**src/gpp_pkg.sv**
```systemverilog
// package: register map, pin roles and carrier types of the general-purpose pin port
package gpp_pkg;

	// ==========================================
	// register offsets, both access paths
	localparam logic       SPACE_WIN     = 1'b0;   // device-control memory window
	localparam logic       SPACE_CFG     = 1'b1;   // legacy configuration space
	localparam logic [7:0] OFS_WIN_DIR   = 8'h40;
	localparam logic [7:0] OFS_WIN_LEVEL = 8'h42;
	localparam logic [7:0] OFS_CFG_DIR   = 8'hB4;
	localparam logic [7:0] OFS_CFG_LEVEL = 8'hB6;

	// ==========================================
	// reset values and reserved read value
	localparam logic [7:0]  DIR_RESET   = 8'h00;
	localparam logic [7:0]  LEVEL_RESET = 8'h00;
	localparam logic [7:0]  RSVD_READ   = 8'h00;
	localparam logic [15:0] RDATA_RESET = 16'h0000;

	// ==========================================
	// pins carrying a secondary function
	localparam int         PIN_CLKRUN   = 0;
	localparam int         PIN_POWER    = 1;
	localparam int         PIN_SCL      = 4;
	localparam int         PIN_SDA      = 5;
	localparam logic [7:0] SEC_PIN_MASK = 8'h33;
	localparam int         SYNC_STAGES  = 2;

	// ==========================================
	// carriers
	typedef struct packed {
		logic        space;   // SPACE_WIN or SPACE_CFG
		logic [7:0]  addr;    // byte offset
		logic        rd;      // read strobe, one cycle
		logic        wr;      // write strobe, one cycle
		logic [1:0]  be;      // byte lanes of wdata
		logic [15:0] wdata;
	} gpp_req_t;

	typedef struct packed {
		logic clkrun_en;
		logic clkrun_out;
		logic clkrun_oe;
		logic power_override_en;
		logic power_override_out;
		logic power_override_oe;
		logic serial_bus_enable;
		logic serial_clock_out;
		logic serial_clock_oe;
		logic serial_data_out;
		logic serial_data_oe;
	} gpp_func_t;

	typedef struct packed {
		logic [7:0]  dir;
		logic [7:0]  level;
		logic [7:0]  pin_out;
		logic [7:0]  pin_oe;
		logic [15:0] rd_data;
		logic        rd_valid;
	} gpp_state_t;

endpackage : gpp_pkg

```
**src/gpp_sync.sv**
```systemverilog
// two-stage synchroniser for a bus of independent levels
`timescale 1ns/100ps
module gpp_sync #(
	parameter int W = 8
) (
	input  wire logic         clk,
	input  wire logic         rst_b,
	input  wire logic [W-1:0] d,
	output logic      [W-1:0] q
);
	import gpp_pkg::*;

	typedef struct packed {
		logic [W-1:0] s1;
		logic [W-1:0] s2;
	} gpp_sync_state_t;

	gpp_sync_state_t sync_reg;
	gpp_sync_state_t sync_next;

	// ==========================================
	// first stage feeds only the second
	always_comb
	begin
		sync_next    = sync_reg;
		sync_next.s1 = d;
		sync_next.s2 = sync_reg.s1;
	end

	always_ff @(posedge clk or negedge rst_b)
	begin
		if (!rst_b)
			sync_reg <= '0;
		else
			sync_reg <= sync_next;
	end

	assign q = sync_reg.s2;

endmodule : gpp_sync

```
**src/gpp_port.sv**
```systemverilog
// general-purpose pin port: direction and level registers with pin muxing
//
// Operation
// - each of the eight pins has a direction bit, 0 input and 1 output, all inputs by default.
// - a pin enabled for its secondary function ignores the direction bit entirely.
// - pins 0, 1, 4 and 5 carry clock-run, power override, serial clock and serial data.
// - reading the level register returns the sampled level of every input-mode pin.
// - writing a level bit of an output-mode pin changes the level driven on that pin.
// - writes to level bits of input-mode or secondary-function pins are discarded.
// - bits 15 to 8 of both registers ignore writes and read as zero.
// - link reset, global reset and power-on reset return both registers to defaults.
// - after power-up the level register low byte reflects sampled pins since all are inputs.
// - the window copies and the configuration copies are one and the same storage.
// - the serial-bus enable decides whether pins 4 and 5 are general pins or serial lines.
`timescale 1ns/100ps
module gpp_port (
	input  wire logic              clk,
	input  wire logic              rst_b,
	input  wire logic              link_reset_b,
	input  wire logic              global_reset_input_b,
	input  wire gpp_pkg::gpp_req_t  req,
	output logic       [15:0]      rd_data,
	output logic                   rd_valid,
	input  wire gpp_pkg::gpp_func_t func,
	input  wire logic  [7:0]       pin_in,
	output logic       [7:0]       pin_out,
	output logic       [7:0]       pin_oe,
	output logic       [7:0]       pin_level_sync
);
	import gpp_pkg::*;

	gpp_state_t state_reg;
	gpp_state_t state_next;
	logic [7:0] pin_sync;
	logic [1:0] rst_sync;
	logic       soft_rst;
	logic [7:0] sec_en;
	logic [7:0] sec_out;
	logic [7:0] sec_oe;
	logic [7:0] out_mask;
	logic [7:0] level_view;
	logic       hit_dir;
	logic       hit_level;
	logic       wr_lo;

	// ==========================================
	// synchronisers for pins and reset inputs
	gpp_sync #(
		.W (8)
	) u_pin_sync (
		.clk   (clk),
		.rst_b (rst_b),
		.d     (pin_in),
		.q     (pin_sync)
	);

	gpp_sync #(
		.W (2)
	) u_rst_sync (
		.clk   (clk),
		.rst_b (rst_b),
		.d     ({link_reset_b, global_reset_input_b}),
		.q     (rst_sync)
	);

	// either reset input clears the registers
	assign soft_rst = !rst_sync[1] || !rst_sync[0];

	// ==========================================
	// secondary function routing
	always_comb
	begin
		sec_en              = 8'h00;
		sec_out             = 8'h00;
		sec_oe              = 8'h00;
		sec_en[PIN_CLKRUN]  = func.clkrun_en;
		sec_out[PIN_CLKRUN] = func.clkrun_out;
		sec_oe[PIN_CLKRUN]  = func.clkrun_oe;
		sec_en[PIN_POWER]   = func.power_override_en;
		sec_out[PIN_POWER]  = func.power_override_out;
		sec_oe[PIN_POWER]   = func.power_override_oe;
		sec_en[PIN_SCL]     = func.serial_bus_enable;
		sec_out[PIN_SCL]    = func.serial_clock_out;
		sec_oe[PIN_SCL]     = func.serial_clock_oe;
		sec_en[PIN_SDA]     = func.serial_bus_enable;
		sec_out[PIN_SDA]    = func.serial_data_out;
		sec_oe[PIN_SDA]     = func.serial_data_oe;
	end

	// general pins in output mode; only these accept level writes
	assign out_mask   = state_reg.dir & ~sec_en;
	// output pins read back driven value, all others the sampled pin
	assign level_view = (out_mask & state_reg.level) | (~out_mask & pin_sync);

	// ==========================================
	// address decode, one storage for both paths
	assign hit_dir   = (req.space == SPACE_WIN && req.addr == OFS_WIN_DIR)
		|| (req.space == SPACE_CFG && req.addr == OFS_CFG_DIR);
	assign hit_level = (req.space == SPACE_WIN && req.addr == OFS_WIN_LEVEL)
		|| (req.space == SPACE_CFG && req.addr == OFS_CFG_LEVEL);
	assign wr_lo     = req.wr && req.be[0];                          // upper lane is reserved

	// ==========================================
	// next state: writes, reads, resets, pin drive
	always_comb
	begin
		state_next          = state_reg;
		state_next.rd_valid = 1'b0;
		if (wr_lo && hit_dir)
			state_next.dir = req.wdata[7:0];
		if (wr_lo && hit_level)
			state_next.level = (state_reg.level & ~out_mask)
				| (req.wdata[7:0] & out_mask);
		if (req.rd)
		begin
			state_next.rd_valid = 1'b1;
			if (hit_dir)
				state_next.rd_data = {RSVD_READ, state_reg.dir};
			else if (hit_level)
				state_next.rd_data = {RSVD_READ, level_view};
			else
				state_next.rd_data = RDATA_RESET;                     // unmapped reads zero
		end
		if (soft_rst)
		begin
			state_next.dir   = DIR_RESET;
			state_next.level = LEVEL_RESET;
		end
		// secondary function owns its pin, else direction and level
		state_next.pin_oe  = (sec_en & sec_oe)
			| (state_next.dir & ~sec_en);
		state_next.pin_out = (sec_en & sec_out)
			| (state_next.dir & ~sec_en & state_next.level);
	end

	// state register, cleared asynchronously only by power-on reset
	always_ff @(posedge clk or negedge rst_b)
	begin
		if (!rst_b)
		begin
			state_reg         <= '0;
			state_reg.dir     <= DIR_RESET;
			state_reg.level   <= LEVEL_RESET;
			state_reg.rd_data <= RDATA_RESET;
		end
		else
			state_reg <= state_next;
	end

	// outputs straight from flip-flops
	assign rd_data        = state_reg.rd_data;
	assign rd_valid       = state_reg.rd_valid;
	assign pin_out        = state_reg.pin_out;
	assign pin_oe         = state_reg.pin_oe;
	assign pin_level_sync = pin_sync;

	// ==========================================
	// assertions
	AST_RESET_DEFAULTS: assert property (@(posedge clk) disable iff (!rst_b)
		soft_rst |=> (state_reg.dir == DIR_RESET) && (state_reg.level == LEVEL_RESET))
		else $error("registers not at defaults after reset input");

	AST_INPUT_NOT_DRIVEN: assert property (@(posedge clk) disable iff (!rst_b)
		1'b1 |=> ((pin_oe & ~$past(sec_en)) == (state_reg.dir & ~$past(sec_en))))
		else $error("general pin enable does not follow direction");

	AST_SEC_OWNS_PIN: assert property (@(posedge clk) disable iff (!rst_b)
		1'b1 |=> ((pin_oe & $past(sec_en)) == ($past(sec_oe) & $past(sec_en)))
			&& ((pin_out & $past(sec_en)) == ($past(sec_out) & $past(sec_en))))
		else $error("secondary function pin not driven by its function");

	AST_SEC_PIN_MAP: assert property (@(posedge clk) disable iff (!rst_b)
		1'b1 |=> ((pin_oe & ~SEC_PIN_MASK) == (state_reg.dir & ~SEC_PIN_MASK)))
		else $error("secondary function on a plain pin");

	AST_CLKRUN_PIN: assert property (@(posedge clk) disable iff (!rst_b)
		1'b1 |=> (pin_out[PIN_CLKRUN] == ($past(func.clkrun_en) ? $past(func.clkrun_out)
			: (state_reg.dir[PIN_CLKRUN] && state_reg.level[PIN_CLKRUN]))))
		else $error("clock-run pin not owned by its function");

	AST_READ_INPUT: assert property (@(posedge clk) disable iff (!rst_b)
		(req.rd && hit_level) |=> rd_valid
			&& ((rd_data[7:0] & ~$past(out_mask)) == ($past(pin_sync) & ~$past(out_mask))))
		else $error("level read does not show sampled input");

	AST_WRITE_DRIVES: assert property (@(posedge clk) disable iff (!rst_b)
		(wr_lo && hit_level && !soft_rst) |=>
			((pin_out & $past(out_mask)) == ($past(req.wdata[7:0]) & $past(out_mask))))
		else $error("output pin not driven to written level");

	AST_WRITE_DISCARD: assert property (@(posedge clk) disable iff (!rst_b)
		(wr_lo && hit_level && !soft_rst) |=>
			((state_reg.level & ~$past(out_mask)) == ($past(state_reg.level) & ~$past(out_mask))))
		else $error("write to input or secondary pin was kept");

	AST_RSVD_ZERO: assert property (@(posedge clk) disable iff (!rst_b)
		rd_valid |-> (rd_data[15:8] == RSVD_READ))
		else $error("reserved upper byte not zero");

	AST_ALIAS_DIR: assert property (@(posedge clk) disable iff (!rst_b)
		(wr_lo && hit_dir && !soft_rst) ##1 (!req.wr && !soft_rst)
			##1 (req.rd && hit_dir && !req.wr) |=>
			(rd_data[7:0] == $past(req.wdata[7:0], 3)))
		else $error("direction copies disagree between paths");

	AST_RESET_INPUTS_FREE: assert property (@(posedge clk) disable iff (!rst_b)
		soft_rst |=> ((pin_oe & ~$past(sec_en)) == 8'h00))
		else $error("general pin still driven after reset input");

	AST_SERIAL_ENABLE_PAIR: assert property (@(posedge clk) disable iff (!rst_b)
		1'b1 |=> (pin_oe[PIN_SCL] == ($past(func.serial_bus_enable)
			? $past(func.serial_clock_oe) : state_reg.dir[PIN_SCL]))
			&& (pin_oe[PIN_SDA] == ($past(func.serial_bus_enable)
			? $past(func.serial_data_oe) : state_reg.dir[PIN_SDA])))
		else $error("serial pins do not follow the serial-bus enable");

	AST_READ_PULSE: assert property (@(posedge clk) disable iff (!rst_b)
		1'b1 |=> (rd_valid == $past(req.rd)))
		else $error("read answer not one cycle after the read");

	AST_DIR_WRITE: assert property (@(posedge clk) disable iff (!rst_b)
		(wr_lo && hit_dir && !soft_rst) |=> (state_reg.dir == $past(req.wdata[7:0])))
		else $error("direction write not stored");

endmodule : gpp_port

```
**config.mk**
```make
export PLATFORM = sky130hd
export DESIGN_NAME = gpp_port
export DESIGN_NICKNAME = d
export VERILOG_FILES = /design/src/gpp_pkg.sv /design/src/gpp_sync.sv /design/src/gpp_port.sv
export SDC_FILE = /design/constraint.sdc
export NUM_CORES = 1
export LEC_CHECK = 0
export ABC_AREA = 1
export BUFFER_PORTS_ARGS = -buffer_cell sky130_fd_sc_hd__buf_2
export CAP_MARGIN = 10
export CORE_AREA = 8 8 83 85
export CTS_CLUSTER_SIZE = 40
export DETAILED_ROUTE_END_ITERATION = 10
export DIE_AREA = 0 0 91 93
export GPL_TIMING_DRIVEN = 0
export HOLD_SLACK_MARGIN = 0.08
export PLACE_DENSITY_LB_ADDON = 0.05
export SETUP_SLACK_MARGIN = 0.3
export SLEW_MARGIN = 15
export SYNTH_ARGS = -nofsm -noshare
export SYNTH_HDL_FRONTEND = slang
export SYNTH_SLANG_ARGS = --single-unit
```
**constraint.sdc**
```tcl
create_clock -name clk -period 1.4 [get_ports clk]
set_input_delay 0.21 -clock clk [delete_from_list [all_inputs] [get_ports clk]]
set_output_delay 0.21 -clock clk [all_outputs]
set_load 0.05 [all_outputs]
```
==> impl_metrics.csv, run 1 <==
group,metric,value,unit
worst_setup_path,path_class,"flop to primary output",
yosys,synth_edf_count,0,
worst_setup_path,path_cells,"buf_6 > buf_8",
clock_tree,clk_path_buf_depth,2,
power_and_ir_drop,ir_drop,0.884,mV
min_path,hp-class,"primary input to flop",
yosys,synthCells,292,
worst_setup_path,start_kind,"flop",
layout,nFillCells,401,
sta,rsz0062_at_grt,"yes",
yosys,ys_types,29,
yosys,synth_top_cell_by_area,"dfrtp_1",
global_routing,antenna_found_initial,0,
worst_setup_path,max_stage_delay,0.41,ns
floorplanning,io_pins,93,
place,globalplace.congestion,0.804,
layout,seq_area,1430,um2
layout,largest_reg_flops,13,
routing,drc,0,
yosys,netlist_top_cells_count,"nand2_1, dfrtp_1, buf_4",
worst_setup_path,worstPathRequired,1.19,ns
clock_tree,clock_latency,0.34,ns
power_and_ir_drop,p_total,4250,uW
run,drv_cap,0,
layout,syn_to_final_growth,63.6,%
yosys,synth_seq_cells,57,
routing,via_count,2409,
sta,tightest_slew,0.703,ns
sta,setup_slack,0.168,ns
routing,via_per_inst,4.71,
status,status,"finished clean",
sta,finalSetupViolCount,0,
sta,maxSlewHeadroom,0.531,
clock_tree,cts-root-buf,"clkbuf_8",
sta,fin_crit,1.23,ns
worst_setup_path,r2r_start,"pin_oe[6]",
global_routing,grt-ovfl-total,0,
worst_setup_path,critPathArrivalTime,1.02,ns
yosys,yosysWarnings,0,
routing,antenna_left,0,
clock_tree,cts_tree,"done",
floorplanning,rows,28,
clock_tree,cts_made_buffers,9,
worst_setup_path,r2r_setup_slack,0.26,ns
place,dpl.hpwl,4410,um
routing,routedWlPerCell,14.0,um
sta,fin_skew,0.00496,ns
worst_setup_path,r2r-end,"rd_data[6]",
routing,first_iter_violations,93,
sta,hold_viol,0,
floorplanning,die_area,8460,um2
min_path,min-delay-start,"func[7]",
yosys,seq_area_frac_synth,0.526,
layout,antenna_cells,0,
worst_setup_path,cp_max_fo,2,
routing,dr.pass1.iters,5,
yosys,yosys_most_used_dff,"dfrtp_1",
global_routing,grt_pass1_wl,11500,um
floorplanning,start_util,0.478,
layout,multiInputGateArea,1000,um2
clock_tree,clk_pin_slew,0.06,ns
clock_tree,htree_levels,3,
yosys,synth.area.top_cells,"dfrtp_1, nand2_1, buf_4",
sta,max_freq,0.812,GHz
yosys,synth_area,2710,um2
min_path,hold_path_depth,3,
yosys,avgSynthCellArea,9.29,um2
place,pre_cts_slack,-0.116,ns
floorplanning,die_h,93,um
min_path,whs_endpoint,"pin_out[1]",
sta,tns,0,ns
yosys,async_reset_ff_frac,1.00,
sta,whs,0.0926,ns
floorplanning,core,5680,um2
global_routing,grt_util_all_layers,0.172,
layout,num-nets-final,484,
worst_setup_path,rr_worst_depth,6,
yosys,yosysTopAreaCellShare,0.526,
power_and_ir_drop,leakagePower,0.00230,uW
yosys,yosysMostFrequentCell,"nand2_1",
place,numPortBuffers,75,
worst_setup_path,cp_slowest_cell,"dfrtp_1",
floorplanning,die_x,91,um
worst_setup_path,endpoint_kind,"primary output",
global_routing,grt_pass1_vias,2508,
power_and_ir_drop,power.density,957,nW/um2
global_routing,grt_max_degree,58,
sta,finalCritPeriodShare,0.880,
sta,finalMaxSlewViolations,0,
layout,drive_gt1_frac,0.483,
clock_tree,clock_sinks,57,
layout,fin_util,0.782,
routing,drt-total-wl,7160,um
-- logic make-up (layout without fill, tap and decap cells) --
family	after synthesis	after routing	share of synthesized area
muxes	3	3	0.0111
and+or+nand+nor	139	140	0.250
buffers and inverters	67	204	0.146
AOI/OAI and AO/OA	25	25	0.0660
other	1	8	0.00138
DFF	57	57	0.526
-- how the worst max path moves through the flow --
stage	depth (start not counted)	from	slack (ns)	endpoint
finish	2	rd_data[3]	0.17	rd_data[3]
global route	2	pin_oe[3]	0.14	pin_oe[3]
CTS	2	rd_data[3]	0.17	rd_data[3]
detailed placement	11	req[24]	-0.12	state_reg[40]
global placement	11	req[24]	-0.08	pin_out[3]
floorplan	9	req[24]	0.26	pin_out[2]
-- layout make-up --
class | count | area share
Tap cell | 75 | 0.0211
Buffer | 36 | 0.0877
Clock inverter | 6 | 0.0237
Sequential cell | 57 | 0.322
Inverter | 31 | 0.0319
Timing Repair Buffer | 121 | 0.256
Multi-Input combinational cell | 176 | 0.226
Clock buffer | 10 | 0.0310
-- worst max-delay path, delay by kind of cell (launching register included) --
family | cells | cell delay (ns)
buffers and inverters | 2 | 0.27
flip-flops | 1 | 0.41
-- repair_timing --
action | CTS | global route
pin swaps | 0 | 32
endpoints found under the hold margin | 76 | 0
hold buffers | 20 | 0
resized for setup | 119 | 44
endpoints found under the setup margin | 49 | 60
buffers inserted | 16 | 9
cloned | 1 | 1
-- cell usage in the layout, fill, tap and decap left out, types with 8 or more instances in the layout --
master / count
buf_4: 31
nand2_1: 73
dfrtp_1: 54
inv_2: 10
nand3_1: 17
nand2_2: 13
inv_1: 15
buf_8: 25
dlygate4sd3_1: 20
nand4_1: 11
clkbuf_8: 10
buf_2: 35
conb_1: 8
buf_6: 42
-- power breakdown --
group          internal (uW)  switching, uW  leakage, uW
Combinational            281            364      0.00145
Sequential              1700           27.6     0.000728
Clock                   1220            655     0.000126
-- routing by layer --
| metal | vias to the layer above | routed length (um) | track usage |
|---|---|---|---|
| met5 | - | 0 | 0 |
| met3 | 18 | 442 | 0.0681 |
| met1 | 1130 | 2870 | 0.184 |
| met2 | 70 | 3670 | 0.288 |
| met4 | 0 | 174 | 0.0982 |
| li1 | 1191 | - | - |
-- through the flow --
stage                     cell area [um2]  cells
after floorplan                      2770    299
after global placement               3240    449
after detailed placement             3240    449
after CTS                            4210    502
after global routing                 4440    512
final                                4440    512
Power figures use the tool's default switching activity.
==> inputs of run 2 (changes only) <==
CORE_AREA = 8 8 80 82   (was 8 8 83 85)
DIE_AREA = 0 0 88 90   (was 0 0 91 93)
clock period = 1.49 ns   (was 1.4 ns; I/O delays follow)
==> run 2 against run 1 <==
  * Flip-flop and latch count stayed put
  * Clock skew about the same
  * Critical endpoint is now rd_data[4]
  * Via count fell by 4.4%
  * Clock-buffer cell count up 4
==> impl_metrics.csv, run 2 (same netlist as run 1, synthesis figures left out) <==
group,metric,value,unit
worst_setup_path,r2r_setup_slack,0.37,ns
clock_tree,clock_latency,0.33,ns
clock_tree,htree_levels,3,
power_and_ir_drop,leakagePower,0.00214,uW
worst_setup_path,endpoint_kind,"primary output",
power_and_ir_drop,internal-power,2600,uW
power_and_ir_drop,p_sw,929,uW
place,numPortBuffers,75,
worst_setup_path,critPathArrivalTime,1.00,ns
worst_setup_path,path_class,"flop to primary output",
worst_setup_path,path_cells,"buf_6 > buf_8",
layout,largest_reg_flops,13,
clock_tree,cts_made_buffers,9,
routing,antenna_left,0,
floorplanning,die_x,88,um
sta,fin_skew,0.00515,ns
clock_tree,clk_path_buf_depth,2,
worst_setup_path,max_stage_delay,0.41,ns
routing,routedWlPerCell,13.8,um
floorplanning,io_pins,93,
sta,maxSlewHeadroom,0.526,
worst_setup_path,rr_worst_depth,8,
clock_tree,cts-root-buf,"clkbuf_8",
min_path,hp-class,"primary input to flop",
sta,tns,0,ns
worst_setup_path,start_kind,"flop",
clock_tree,clk_pin_slew,0.06,ns
sta,tightest_slew,0.711,ns
layout,layout_common_cells,"nand2_1, dfrtp_1, buf_2",
power_and_ir_drop,p_total,3520,uW
layout,drive_gt1_frac,0.403,
layout,fin_cells,489,
floorplanning,start_util,0.518,
layout,syn_to_final_growth,48.4,%
floorplanning,core,5240,um2
clock_tree,cts_tree,"done",
floorplanning,die_h,90,um
sta,hold_viol,0,
power_and_ir_drop,pwr-share-seq,0.460,
global_routing,grt_max_degree,58,
sta,finalMaxSlewViolations,0,
routing,drc,0,
power_and_ir_drop,pwr-share-comb,0.153,
place,globalplace.congestion,0.783,
sta,finalSetupViolCount,0,
sta,finalCritPeriodShare,0.819,
worst_setup_path,worstPathRequired,1.27,ns
sta,max_freq,0.819,GHz
global_routing,grt_util_all_layers,0.183,
worst_setup_path,cp_max_fo,2,
floorplanning,die_area,7920,um2
layout,antenna_cells,0,
power_and_ir_drop,switching_share,0.264,
run,drv_cap,0,
routing,drt-total-wl,6770,um
place,dpl.cell_count,446,
routing,first_iter_violations,95,
routing,via_per_inst,4.71,
power_and_ir_drop,power.density,875,nW/um2
clock_tree,clock_sinks,57,
floorplanning,rows,27,
sta,fin_crit,1.22,ns
status,status,"finished clean",
global_routing,grt_pass1_wl,11300,um
power_and_ir_drop,ir_drop,0.725,mV
routing,via_count,2304,
routing,dr.pass1.iters,4,
global_routing,grt-ovfl-total,0,
layout,num-nets-final,464,
min_path,hold_path_depth,3,
worst_setup_path,cp_slowest_cell,"dfrtp_1",
layout,layout.cells.most_common,"nand2_1",
place,dpl.hpwl,4420,um
power_and_ir_drop,p_clk_frac,0.387,
sta,rsz0062_at_grt,"yes",
global_routing,antenna_found_initial,0,
global_routing,grt_pass1_vias,2410,
[run 2: cell count changes in the layout (fill, tap and decap cells not counted), sizes merged]
cell / change
dlygate4sd3: -3
buf: -17
bufinv: -3
clkinv: -1
clkbuf: +4
[run 2: per-layer routing]
| metal | share of wire | GRT usage | vias up | wire length [um] |
|---|---|---|---|---|
| met3 | 0.063 | 0.0482 | 5 | 429 |
| met4 | 0.011 | 0.0947 | 0 | 72 |
| li1 | - | - | 1146 | - |
| met2 | 0.52 | 0.308 | 67 | 3540 |
| met5 | 0 | 0 | - | 0 |
| met1 | 0.40 | 0.205 | 1086 | 2720 |
[run 2: timing repair]
item                                   CTS  global route
cloned                                   0             1
endpoints found under the hold margin   73             0
buffers inserted                         8             1
hold buffers                            17             0
setup endpoints to repair               44            41
resized for setup                      105            11
pin swaps                                0             1
[run 2: path summary, 6_finish.rpt]
| check | start | to |
|---|---|---|
| hold reg to reg | u_pin_sync.sync_next[1] | u_pin_sync.q[1] |
| setup / recovery | rd_data[4] | rd_data[4] |
| min in group asynchronous | rst_b | u_pin_sync.sync_next[0] |
| max in group asynchronous | rst_b | state_reg[42] |
| setup reg to reg | pin_oe[3] | rd_data[3] |
| hold / removal | func[0] | pin_oe[5] |
[run 2: area by class of cell]
cell class	instances	area, um2
buffer	36	377
clock buffer	14	183
inverter	31	119
timing repair buffer	101	876
sequential	57	1430
tap	72	90.1
fill	376	1210
clock inverter	2	10.0
multi-input combinational	176	945
[run 2: power by group through the flow]
stage          combinational, uW  sequential (uW)  clock [uW]
2_1_floorplan                233             1680           0
3_3_place_gp                 422             1640           0
3_5_place_dp                 426             1640           0
4_1_cts                      535             1620        1400
5_1_grt                      579             1620        1480
6_report                     540             1620        1360
[run 2: per-stage QoR]
stage,utilization,setup WS [ns],area [um2],hold slack [ns]
final,0.769,0.269,4030,0.102
after global routing,0.769,0.238,4030,0.0980
after CTS,0.760,0.252,3980,0.0814
after detailed placement,0.612,0.0302,3210,0.321
after global placement,0.612,0.0430,3200,0.331
after floorplan,-,0.332,2740,-0.0721
[run 2: worst max-delay path, delay by kind of cell, from the launching register on]
kind / cells / cell delay [ns]
flops: 1 / 0.41
buf+inv: 2 / 0.27
